$ cat src/ppx_consts.vh
`ifndef PPX_CONSTS_VH
`define PPX_CONSTS_VH

// Register byte offsets on the AXI4-Lite slave.
`define PPX_OFS_ROUTE_LO 8'h00
`define PPX_OFS_ROUTE_HI 8'h04
`define PPX_OFS_SKIP 8'h08
`define PPX_OFS_IN_MODE 8'h0C
`define PPX_OFS_OUT_MODE 8'h10
`define PPX_OFS_LATCH 8'h14
`define PPX_OFS_PIN_READ 8'h18
`define PPX_OFS_SS_MODE 8'h1C
`define PPX_OFS_ROUTED 8'h20

// Reset values.
`define PPX_RST_ROUTE 8'h00
`define PPX_RST_SKIP 16'h0000
`define PPX_RST_IN_MODE 17'h1_FFFF
`define PPX_RST_OUT_MODE 17'h0_0000
`define PPX_RST_LATCH 17'h1_FFFF
`define PPX_RST_SS_MODE 2'b00

// Field positions in routing_select_low.
`define PPX_LO_UART 0
`define PPX_LO_SPI 1
`define PPX_LO_SMB 2
`define PPX_LO_SYSCK 3
`define PPX_LO_CMP 4
`define PPX_LO_CMPA 5
// Field positions in routing_select_high.
`define PPX_HI_CC_LSB 0
`define PPX_HI_CNT 3
`define PPX_HI_TMR0 4
`define PPX_HI_TMR1 5
`define PPX_HI_ENABLE 6
`define PPX_HI_PUDIS 7

// Slave select mode code that means three-wire operation.
`define PPX_SS_THREE_WIRE 2'b00

// Resource indices, in priority order.
`define PPX_R_TX 0
`define PPX_R_RX 1
`define PPX_R_SCK 2
`define PPX_R_MISO 3
`define PPX_R_MOSI 4
`define PPX_R_NSS 5
`define PPX_R_SDA 6
`define PPX_R_SCL 7
`define PPX_R_CMP 8
`define PPX_R_CMPA 9
`define PPX_R_SYSCK 10
`define PPX_R_CC0 11
`define PPX_R_CC1 12
`define PPX_R_CC2 13
`define PPX_R_CNT 14
`define PPX_R_TMR0 15
`define PPX_R_TMR1 16

// Fixed UART pins.
`define PPX_PIN_TX 4
`define PPX_PIN_RX 5

// AXI responses.
`define PPX_RESP_OKAY 2'b00
`define PPX_RESP_SLVERR 2'b10

`endif

$ cat src/ppx_crossbar.v
// The register offsets and the AXI4-Lite slave port are this design's own decisions.
`timescale 1ns/1ps
`include "ppx_consts.vh"
// Functional notes
// - Selected resources take lowest free pin, UART first.
// - UART transmit fixed P0.4, receive fixed P0.5.
// - An assigned pin is passed over afterwards.
// - Skip-masked pins count as already taken.
// - SMBus takes two pins; UART takes two.
// - Leftover pins stay ordinary port pins.
// - Slave select routed only in four-wire mode.
// - Only P0.0 to P1.7 are routable, unskipped ones except for UART.
// - Input mode 1 digital, 0 analog; reset digital.
// - Analog pin: no pull-up, driver or receiver.
// - Output mode bit picks open-drain/push-pull, except on SMBus pins.
// - SMBus pins always open-drain.
// - Pull-up disable 0 pulls open-drain pins only.
// - Pull-up off while pin drives low.
// - Until enabled, all pins are plain inputs.
// - Output drivers off while crossbar disabled.
// - Event functions see digital pins, never analog.
// - Digital pin transition can raise an event.
// - Analog pin reads 0; digital reads pad level.
// - Capture field: 00 none, 11 all three lines.
module ppx_crossbar #(
  parameter NPIN = 17,
  parameter NXB = 16,
  parameter NRES = 17
) (
  // Clock and synchronous active-low reset.
  input wire aclk,
  input wire aresetn,
  // AXI4-Lite write address channel.
  input wire [7:0] s_axi_awaddr,
  input wire s_axi_awvalid,
  output reg s_axi_awready,
  // AXI4-Lite write data channel.
  input wire [31:0] s_axi_wdata,
  input wire [3:0] s_axi_wstrb,
  input wire s_axi_wvalid,
  output reg s_axi_wready,
  // AXI4-Lite write response channel.
  output reg [1:0] s_axi_bresp,
  output reg s_axi_bvalid,
  input wire s_axi_bready,
  // AXI4-Lite read address channel.
  input wire [7:0] s_axi_araddr,
  input wire s_axi_arvalid,
  output reg s_axi_arready,
  // AXI4-Lite read data channel.
  output reg [31:0] s_axi_rdata,
  output reg [1:0] s_axi_rresp,
  output reg s_axi_rvalid,
  input wire s_axi_rready,
  // Peripheral side, one bit per resource in priority order.
  input wire [NRES-1:0] periph_out,
  input wire [NRES-1:0] periph_drive,
  output reg [NRES-1:0] periph_in,
  // Pad side, one bit per pin, P2.0 at the top.
  input wire [NPIN-1:0] pad_in,
  output reg [NPIN-1:0] pad_out,
  output reg [NPIN-1:0] pad_oe,
  output reg [NPIN-1:0] pad_pullup,
  // Event side.
  output reg [NPIN-1:0] event_level,
  output reg [NPIN-1:0] event_change
);

  // Software-visible registers.
  reg [7:0] routing_select_low_ff; // Resource enables, low group.
  reg [7:0] routing_select_high_ff; // Resource enables, enable and pull-up control.
  reg [NXB-1:0] pin_skip_mask_ff; // Skip bit n belongs to pin n.
  reg [NPIN-1:0] input_mode_select_ff; // 1 selects a digital input.
  reg [NPIN-1:0] output_mode_select_ff; // 1 selects push-pull.
  reg [NPIN-1:0] port_latch_ff; // Port output values.
  reg [1:0] slave_select_mode_ff; // SPI slave select mode.
  // Routing state.
  reg [NXB*5-1:0] map_ff; // Resource index per routed pin.
  reg [NXB-1:0] routed_ff; // Pin carries a resource.
  reg [NXB*5-1:0] nxt_map;
  reg [NXB-1:0] nxt_routed;
  // Pad synchronisers and readback.
  reg [NPIN-1:0] pad_meta_ff; // First stage, read only by the second.
  reg [NPIN-1:0] pad_sync_ff; // Second stage.
  reg [NPIN-1:0] nxt_pad_out;
  reg [NPIN-1:0] nxt_pad_oe;
  reg [NPIN-1:0] nxt_pad_pullup;
  reg [NRES-1:0] nxt_periph_in;
  reg [NRES-1:0] res_en;
  reg [NXB-1:0] taken;
  reg found;
  // Bus holding registers.
  reg [7:0] awaddr_ff;
  reg [31:0] wdata_ff;
  reg [3:0] wstrb_ff;
  reg [31:0] nxt_rdata;
  reg nxt_rerr;
  integer r;
  integer p;
  integer q;

  // Readback is the pad level for digital pins and zero for analog pins.
  wire [NPIN-1:0] pin_read = pad_sync_ff & input_mode_select_ff;
  wire xb_on = routing_select_high_ff[`PPX_HI_ENABLE];
  wire pu_dis = routing_select_high_ff[`PPX_HI_PUDIS];
  wire [1:0] cc_field = routing_select_high_ff[`PPX_HI_CC_LSB +: 2];

  // Merges write data into an old value under the byte strobes.
  function [31:0] strb_merge;
    input [31:0] old_v;
    input [31:0] new_v;
    input [3:0] strb;
    integer b;
    begin
      strb_merge = old_v;
      for (b = 0; b < 4; b = b + 1) begin
        if (strb[b]) begin
          strb_merge[b*8 +: 8] = new_v[b*8 +: 8];
        end
      end
    end
  endfunction

  // True when the resource drives its pin open-drain whatever the mode bit.
  function is_smbus;
    input [4:0] res;
    begin
      is_smbus = (res == `PPX_R_SDA) || (res == `PPX_R_SCL);
    end
  endfunction

  // Works out which resources are selected.
  always @* begin
    res_en = {NRES{1'b0}};
    res_en[`PPX_R_TX] = routing_select_low_ff[`PPX_LO_UART];
    res_en[`PPX_R_RX] = routing_select_low_ff[`PPX_LO_UART];
    res_en[`PPX_R_SCK] = routing_select_low_ff[`PPX_LO_SPI];
    res_en[`PPX_R_MISO] = routing_select_low_ff[`PPX_LO_SPI];
    res_en[`PPX_R_MOSI] = routing_select_low_ff[`PPX_LO_SPI];
    // Three-wire SPI leaves slave select off the pins.
    res_en[`PPX_R_NSS] = routing_select_low_ff[`PPX_LO_SPI] &&
      (slave_select_mode_ff != `PPX_SS_THREE_WIRE);
    res_en[`PPX_R_SDA] = routing_select_low_ff[`PPX_LO_SMB];
    res_en[`PPX_R_SCL] = routing_select_low_ff[`PPX_LO_SMB];
    res_en[`PPX_R_CMP] = routing_select_low_ff[`PPX_LO_CMP];
    res_en[`PPX_R_CMPA] = routing_select_low_ff[`PPX_LO_CMPA];
    res_en[`PPX_R_SYSCK] = routing_select_low_ff[`PPX_LO_SYSCK];
    // Each capture field code adds one line.
    res_en[`PPX_R_CC0] = (cc_field != 2'b00);
    res_en[`PPX_R_CC1] = cc_field[1];
    res_en[`PPX_R_CC2] = (cc_field == 2'b11);
    res_en[`PPX_R_CNT] = routing_select_high_ff[`PPX_HI_CNT];
    res_en[`PPX_R_TMR0] = routing_select_high_ff[`PPX_HI_TMR0];
    res_en[`PPX_R_TMR1] = routing_select_high_ff[`PPX_HI_TMR1];
  end

  // Priority search: each selected resource after the UART pair gets the lowest free pin, if one is left.
  always @* begin
    nxt_map = {NXB*5{1'b0}};
    nxt_routed = {NXB{1'b0}};
    taken = pin_skip_mask_ff;
    found = 1'b0;
    // The UART pair ignores skips and always lands on fixed pins.
    if (res_en[`PPX_R_TX]) begin
      // Resource codes are cut to the five-bit map field on purpose.
      r = `PPX_R_TX;
      nxt_map[`PPX_PIN_TX*5 +: 5] = r[4:0];
      r = `PPX_R_RX;
      nxt_map[`PPX_PIN_RX*5 +: 5] = r[4:0];
      nxt_routed[`PPX_PIN_TX] = 1'b1;
      nxt_routed[`PPX_PIN_RX] = 1'b1;
      taken[`PPX_PIN_TX] = 1'b1;
      taken[`PPX_PIN_RX] = 1'b1;
    end
    // Remaining resources in fixed priority order.
    for (r = `PPX_R_SCK; r < NRES; r = r + 1) begin
      found = 1'b0;
      if (res_en[r]) begin
        // Lowest pin index first, P0 then P1.
        for (p = 0; p < NXB; p = p + 1) begin
          if (!found && !taken[p]) begin
            found = 1'b1;
            taken[p] = 1'b1;
            nxt_map[p*5 +: 5] = r[4:0];
            nxt_routed[p] = 1'b1;
          end
        end
      end
    end
  end

  // Routing state only holds while the crossbar is enabled.
  always @(posedge aclk) begin
    if (!aresetn) begin
      map_ff <= {NXB*5{1'b0}};
      routed_ff <= {NXB{1'b0}};
    end else if (xb_on) begin
      map_ff <= nxt_map;
      routed_ff <= nxt_routed;
    end else begin
      map_ff <= {NXB*5{1'b0}};
      routed_ff <= {NXB{1'b0}};
    end
  end

  // Pad drive, pull-up and peripheral input per pin.
  always @* begin : pad_drive
    reg val;
    reg want;
    reg od;
    reg [4:0] res;
    val = 1'b1;
    want = 1'b0;
    od = 1'b0;
    res = 5'd0;
    nxt_pad_out = {NPIN{1'b0}};
    nxt_pad_oe = {NPIN{1'b0}};
    nxt_pad_pullup = {NPIN{1'b0}};
    nxt_periph_in = {NRES{1'b0}};
    for (q = 0; q < NPIN; q = q + 1) begin
      res = 5'd0;
      od = !output_mode_select_ff[q];
      if (q < NXB && routed_ff[q]) begin
        // Pin carries a resource.
        res = map_ff[q*5 +: 5];
        val = periph_out[res];
        want = periph_drive[res];
        if (is_smbus(res)) begin
          od = 1'b1;
        end
        nxt_periph_in[res] = pin_read[q];
      end else begin
        // Leftover pins and P2.0 behave as general port pins.
        val = port_latch_ff[q];
        want = 1'b1;
      end
      if (!xb_on || !input_mode_select_ff[q]) begin
        // Disabled crossbar or analog pin: driver off.
        nxt_pad_oe[q] = 1'b0;
        nxt_pad_out[q] = 1'b0;
      end else if (od) begin
        // Open-drain pulls low only.
        nxt_pad_oe[q] = want && !val;
        nxt_pad_out[q] = 1'b0;
      end else begin
        nxt_pad_oe[q] = want;
        nxt_pad_out[q] = val;
      end
      // Pull-up on digital open-drain pins that are not pulling low.
      // Push-pull pins never get the pull-up, so the disable bit cannot touch them.
      nxt_pad_pullup[q] = input_mode_select_ff[q] && od && !pu_dis
        && !nxt_pad_oe[q];
    end
  end

  // Pad synchroniser, registered pad outputs and event detection.
  always @(posedge aclk) begin
    if (!aresetn) begin
      pad_meta_ff <= {NPIN{1'b0}};
      pad_sync_ff <= {NPIN{1'b0}};
      pad_out <= {NPIN{1'b0}};
      pad_oe <= {NPIN{1'b0}};
      pad_pullup <= {NPIN{1'b0}};
      periph_in <= {NRES{1'b0}};
      event_level <= {NPIN{1'b0}};
      event_change <= {NPIN{1'b0}};
    end else begin
      pad_meta_ff <= pad_in;
      pad_sync_ff <= pad_meta_ff;
      pad_out <= nxt_pad_out;
      pad_oe <= nxt_pad_oe;
      pad_pullup <= nxt_pad_pullup;
      periph_in <= nxt_periph_in;
      // Analog pins read zero so they never raise an event.
      event_level <= pin_read;
      event_change <= (pin_read ^ event_level) & input_mode_select_ff;
    end
  end

  // Read data mux.
  always @* begin
    nxt_rdata = 32'h0000_0000;
    nxt_rerr = 1'b0;
    case (s_axi_araddr)
      `PPX_OFS_ROUTE_LO: nxt_rdata[7:0] = routing_select_low_ff;
      `PPX_OFS_ROUTE_HI: nxt_rdata[7:0] = routing_select_high_ff;
      `PPX_OFS_SKIP: nxt_rdata[NXB-1:0] = pin_skip_mask_ff;
      `PPX_OFS_IN_MODE: nxt_rdata[NPIN-1:0] = input_mode_select_ff;
      `PPX_OFS_OUT_MODE: nxt_rdata[NPIN-1:0] = output_mode_select_ff;
      `PPX_OFS_LATCH: nxt_rdata[NPIN-1:0] = port_latch_ff;
      `PPX_OFS_PIN_READ: nxt_rdata[NPIN-1:0] = pin_read;
      `PPX_OFS_SS_MODE: nxt_rdata[1:0] = slave_select_mode_ff;
      `PPX_OFS_ROUTED: nxt_rdata[NXB-1:0] = routed_ff;
      default: nxt_rerr = 1'b1;
    endcase
  end

  // AXI4-Lite slave: one write and one read in flight.
  always @(posedge aclk) begin : axi_slave
    reg [31:0] m;
    m = strb_merge(32'h0000_0000, 32'h0000_0000, 4'h0);
    if (!aresetn) begin
      s_axi_awready <= 1'b1;
      s_axi_wready <= 1'b1;
      s_axi_bvalid <= 1'b0;
      s_axi_bresp <= `PPX_RESP_OKAY;
      s_axi_arready <= 1'b1;
      s_axi_rvalid <= 1'b0;
      s_axi_rdata <= 32'h0000_0000;
      s_axi_rresp <= `PPX_RESP_OKAY;
      awaddr_ff <= 8'h00;
      wdata_ff <= 32'h0000_0000;
      wstrb_ff <= 4'h0;
      routing_select_low_ff <= `PPX_RST_ROUTE;
      routing_select_high_ff <= `PPX_RST_ROUTE;
      pin_skip_mask_ff <= `PPX_RST_SKIP;
      input_mode_select_ff <= `PPX_RST_IN_MODE;
      output_mode_select_ff <= `PPX_RST_OUT_MODE;
      port_latch_ff <= `PPX_RST_LATCH;
      slave_select_mode_ff <= `PPX_RST_SS_MODE;
    end else begin
      // Capture write address and data in either order.
      if (s_axi_awvalid && s_axi_awready) begin
        awaddr_ff <= s_axi_awaddr;
        s_axi_awready <= 1'b0;
      end
      if (s_axi_wvalid && s_axi_wready) begin
        wdata_ff <= s_axi_wdata;
        wstrb_ff <= s_axi_wstrb;
        s_axi_wready <= 1'b0;
      end
      // Both halves held: perform the write and answer.
      if (!s_axi_awready && !s_axi_wready && !s_axi_bvalid) begin
        s_axi_bvalid <= 1'b1;
        s_axi_bresp <= `PPX_RESP_OKAY;
        case (awaddr_ff)
          `PPX_OFS_ROUTE_LO: begin
            m = strb_merge({24'h00_0000, routing_select_low_ff}, wdata_ff, wstrb_ff);
            routing_select_low_ff <= {2'b00, m[5:0]};
          end
          `PPX_OFS_ROUTE_HI: begin
            m = strb_merge({24'h00_0000, routing_select_high_ff}, wdata_ff, wstrb_ff);
            routing_select_high_ff <= {m[7:3], 1'b0, m[1:0]};
          end
          `PPX_OFS_SKIP: begin
            m = strb_merge({16'h0000, pin_skip_mask_ff}, wdata_ff, wstrb_ff);
            pin_skip_mask_ff <= m[NXB-1:0];
          end
          `PPX_OFS_IN_MODE: begin
            m = strb_merge({15'h0000, input_mode_select_ff}, wdata_ff, wstrb_ff);
            input_mode_select_ff <= m[NPIN-1:0];
          end
          `PPX_OFS_OUT_MODE: begin
            m = strb_merge({15'h0000, output_mode_select_ff}, wdata_ff, wstrb_ff);
            output_mode_select_ff <= m[NPIN-1:0];
          end
          `PPX_OFS_LATCH: begin
            m = strb_merge({15'h0000, port_latch_ff}, wdata_ff, wstrb_ff);
            port_latch_ff <= m[NPIN-1:0];
          end
          `PPX_OFS_SS_MODE: begin
            m = strb_merge({30'h0000_0000, slave_select_mode_ff}, wdata_ff, wstrb_ff);
            slave_select_mode_ff <= m[1:0];
          end
          // Read-only status registers accept and drop writes.
          `PPX_OFS_PIN_READ: s_axi_bresp <= `PPX_RESP_OKAY;
          `PPX_OFS_ROUTED: s_axi_bresp <= `PPX_RESP_OKAY;
          default: s_axi_bresp <= `PPX_RESP_SLVERR;
        endcase
      end
      // Response taken: reopen the write channels.
      if (s_axi_bvalid && s_axi_bready) begin
        s_axi_bvalid <= 1'b0;
        s_axi_awready <= 1'b1;
        s_axi_wready <= 1'b1;
      end
      // Read address taken: answer on the next edge.
      if (s_axi_arvalid && s_axi_arready) begin
        s_axi_arready <= 1'b0;
        s_axi_rvalid <= 1'b1;
        s_axi_rdata <= nxt_rdata;
        s_axi_rresp <= nxt_rerr ? `PPX_RESP_SLVERR : `PPX_RESP_OKAY;
      end
      if (s_axi_rvalid && s_axi_rready) begin
        s_axi_rvalid <= 1'b0;
        s_axi_arready <= 1'b1;
      end
    end
  end

endmodule

$ cat config.mk
export PLATFORM = sky130hd
export DESIGN_NAME = ppx_crossbar
export DESIGN_NICKNAME = d
export VERILOG_FILES = /design/src/ppx_crossbar.v
export VERILOG_INCLUDE_DIRS = /design/src
export SDC_FILE = /design/constraint.sdc
export NUM_CORES = 2
export LEC_CHECK = 0
export BUFFER_PORTS_ARGS = -buffer_cell sky130_fd_sc_hd__buf_4
export CAP_MARGIN = 40
export CORE_UTILIZATION = 35
export CTS_CLUSTER_DIAMETER = 120
export DETAILED_ROUTE_END_ITERATION = 10
export SLEW_MARGIN = 20
export SYNTH_ARGS = -nofsm -noshare
export SYNTH_HDL_FRONTEND = slang
export SYNTH_SLANG_ARGS = --single-unit
$ cat constraint.sdc
create_clock -name aclk -period 6.4 [get_ports aclk]
set_clock_uncertainty 0.15 [all_clocks]
set_input_delay 1.28 -clock aclk [delete_from_list [all_inputs] [get_ports aclk]]
set_output_delay 1.28 -clock aclk [all_outputs]
set_load 0.01 [all_outputs]
==> impl_metrics.toml <==
[drt]
remaining_drc_errors = 0
drtAntennaViolNets = 0
wl_mm = 115.2
dr.pass1.iters = 8
routedWlPerCell_um = 23.35
first_iter_violations = 3258
vias_per_cell = 6.178
vias = 30500

[critical_path]
critPathMaxFanout = 18
critical_path.top_delay_family = "compound AO/OA/AOI/OAI gates"
path_buf_inv = 3
cp-end-kind = "flop"
crit_arrival_ps = 6270
critPathMaxStageDelay_ps = 580
cp_slowest_cell = "o21bai_1"
crit_top_cell = "o21ai_1"
crit_chain = "buf_4 -> inv_1 -> o21ai_1 -> a22oi_1 -> a2111o_1 -> a31oi_2 -> buf_4 -> o22ai_1 -> nor2_1 -> o22ai_1 -> o21bai_1 -> nor2_1 -> o21ai_1 -> maj3_2 -> a211o_1 -> nor4_1 -> o32ai_1 -> a22oi_1 -> o21ai_1 -> a21oi_1"
critPathRequiredTime_ps = 6660
path_class = "flop to flop"
worst_setup_path_start_kind = "flop"

[die]
dieArea_sq_um = 83370
fp-row-count = 104
io_pins = 253
start_util_pct = 35.56
die_w_um = 288.7
fp.dieH_um = 288.7
core_area_sq_um = 80940

[global_routing]
globalRouteTotalUtil_pct = 26.46
grt_max_degree = 77
grt_pass1_wl_mm = 171.4
grt_antenna_before_repair = 5
grt_pass1_vias = 27860
grt-ovfl-total = 0

[cts]
h-tree-depth = 2
cts_tree = "yes"
clkSinkCount = 366
root_buffer = "clkbuf_16"
clk_pin_slew_worst_paths_ps = 60
cts_hold_buf = 0
clk_latency_ps = 550
cts_max_path_buffers = 3
numCtsBuffers = 36

[pwr]
p_leak_nw = 12.53
total_power_mw = 4.988
p_per_area_nw_per_um2 = 151.1
peakVddDrop_mv = 0.1700

[synthesis]
synth.distinct_cells = 119
synth_edf_count = 0
yosysWarningCount = 0
synth_ff_type = "dfxtp_1"
syn_area_sq_um = 28780
syn_area_per_cell_sq_um = 7.684
ys_seq_elements = 366
ys_async_sr_fraction_pct = 0
syn_inst = 3745
ys_seq_area_share_pct = 25.46

[sta]
min_period_ps = 6009
setup_tns_ps = 0
relSlewSlack_pct = 30.37
hold_ws_ps = 288.1
tightest_slew_ps = 1044
fin_crit_sh_pct = 93.89
finalSetupViolations = 0
drv_slew = 0
final-hold-violation-count = 0
fmax_ghz = 0.1664

[final_layout]
instances_no_fill = 4936
largest_reg_flops = 80
nets = 3959
regMostFlops = "map_ff"
drive_gt1_share_pct = 17.94
syn2layout_area_growth_pct = 14.68

[hold_path]
hp-class = "flop to flop"

[outcome]
status = "completed"

[job]
max_cap_violations = 0

[placement]
dp_hpwl_mm = 89.10
place_congestion = 0.9870
io_buffers = 219
placed_cells = 4856
==> power breakdown <==
group | total [mW] | internal, mW | switching (mW) | leakage, nW
sequential | 2.36 | 2.32 | 0.0393 | 2.98
combinational | 0.406 | 0.168 | 0.237 | 8.96
clock | 2.22 | 1.28 | 0.949 | 0.593
total | 4.99 | 3.76 | 1.23 | 12.5
==> cell type report <==
| cell class | count | area (sq um) |
|---|---|---|
| inverters | 50 | 188.9 |
| clock buffers | 47 | 1002 |
| clock inverters | 16 | 211.5 |
| well taps | 1060 | 1326 |
| diodes | 2 | 5.005 |
| fillers | 8273 | 47930 |
| flip-flops and latches | 366 | 7332 |
| repair buffers | 354 | 2746 |
| multi-input cells | 3041 | 20190 |
==> cells in the mapped netlist, types with 19 or more instances <==
library cell	number	share of area [%]
a31oi_1	91	2.0
o31ai_1	33	0.86
a22oi_1	38	0.99
nand3_1	125	2.2
xor2_1	23	0.70
inv_1	47	0.61
a221oi_1	30	0.91
nor3b_1	43	1.1
o21ai_0	140	2.4
mux2i_1	149	5.2
or2_2	23	0.50
a21o_1	22	0.57
and3_1	45	0.98
buf_2	22	0.38
buf_1	21	0.27
buf_4	25	0.65
a21oi_1	255	4.4
nor3_1	113	2.0
or3_1	24	0.52
o21ai_1	19	0.33
nand2_1	596	7.8
a211oi_1	23	0.60
xnor2_1	19	0.58
clkbuf_1	230	3.0
nand4_1	42	0.91
nand2b_1	25	0.54
o2111ai_1	26	0.79
dfxtp_1	366	25
mux4_2	128	10
nor4_1	23	0.50
o211ai_1	29	0.76
and2_1	83	1.8
o22ai_1	49	1.1
nor2_1	427	5.6
nand3b_1	24	0.63
==> timing repair <==
item	4_1_cts	5_1_grt
endpoints found under the setup margin	0	24
resized for setup	0	34
setup buffers	0	8
==> metal layers <==
metal,GRT usage (%),up-vias,part of all wire (%)
met5,0,-,0.029
met4,6.013,6,2.1
met3,5.616,192,11
met2,40.26,1513,43
met1,37.96,14640,44
li1,-,14150,-
==> worst paths after layout <==
path	startpoint	to	slack, ps	cells past startpoint
max	pin_skip_mask_ff[1]	map_ff[78]	390	20
min	pad_meta_ff[13]	pad_sync_ff[13]	290	1
max reg2reg	pin_skip_mask_ff[1]	map_ff[78]	390	20
min reg2reg	pad_meta_ff[13]	pad_sync_ff[13]	290	1
==> kinds of logic (layout without fill, tap and decap cells) <==
logic type / after synthesis / count (layout) / synth area share, %
xor+xnor: 42 / 42 / 1.278
mux: 290 / 290 / 15.71
simple gates: 1662 / 1662 / 27.06
flops: 366 / 366 / 25.46
fa+ha+maj: 21 / 21 / 0.7652
compound gates: 1009 / 1009 / 24.52
buf+inv: 354 / 467 / 5.196
other cells: 1 / 19 / 0.01303
==> cell usage in the layout, fill, tap and decap left out, drive strengths merged, types with 24 or more instances in the layout <==
cell	n
inv	49
and2	85
nand3	126
buf	354
nor2	433
a22oi	41
nand2	598
nor3b	45
clkbuf	47
a31oi	93
a21oi	263
and3	45
or2	29
or3	25
o31ai	36
dfxtp	366
mux2i	149
a211oi	32
mux4	128
o211ai	30
nand2b	25
nand3b	24
o21ai	167
nor4	27
nor3	118
o22ai	52
o2111ai	27
nand4	42
a221oi	32
==> per-stage QoR <==
stage	setup WS (ps)	utilization [%]	cell area (sq um)
finish	391.1	40.78	33000
global route	-13.15	40.77	33000
CTS	106.1	40.35	32660
detailed placement	129.5	38.85	31450
global placement	191.5	38.75	31360
floorplan	1168	-	28840
Note: power is estimated with default switching activity, not from simulation.
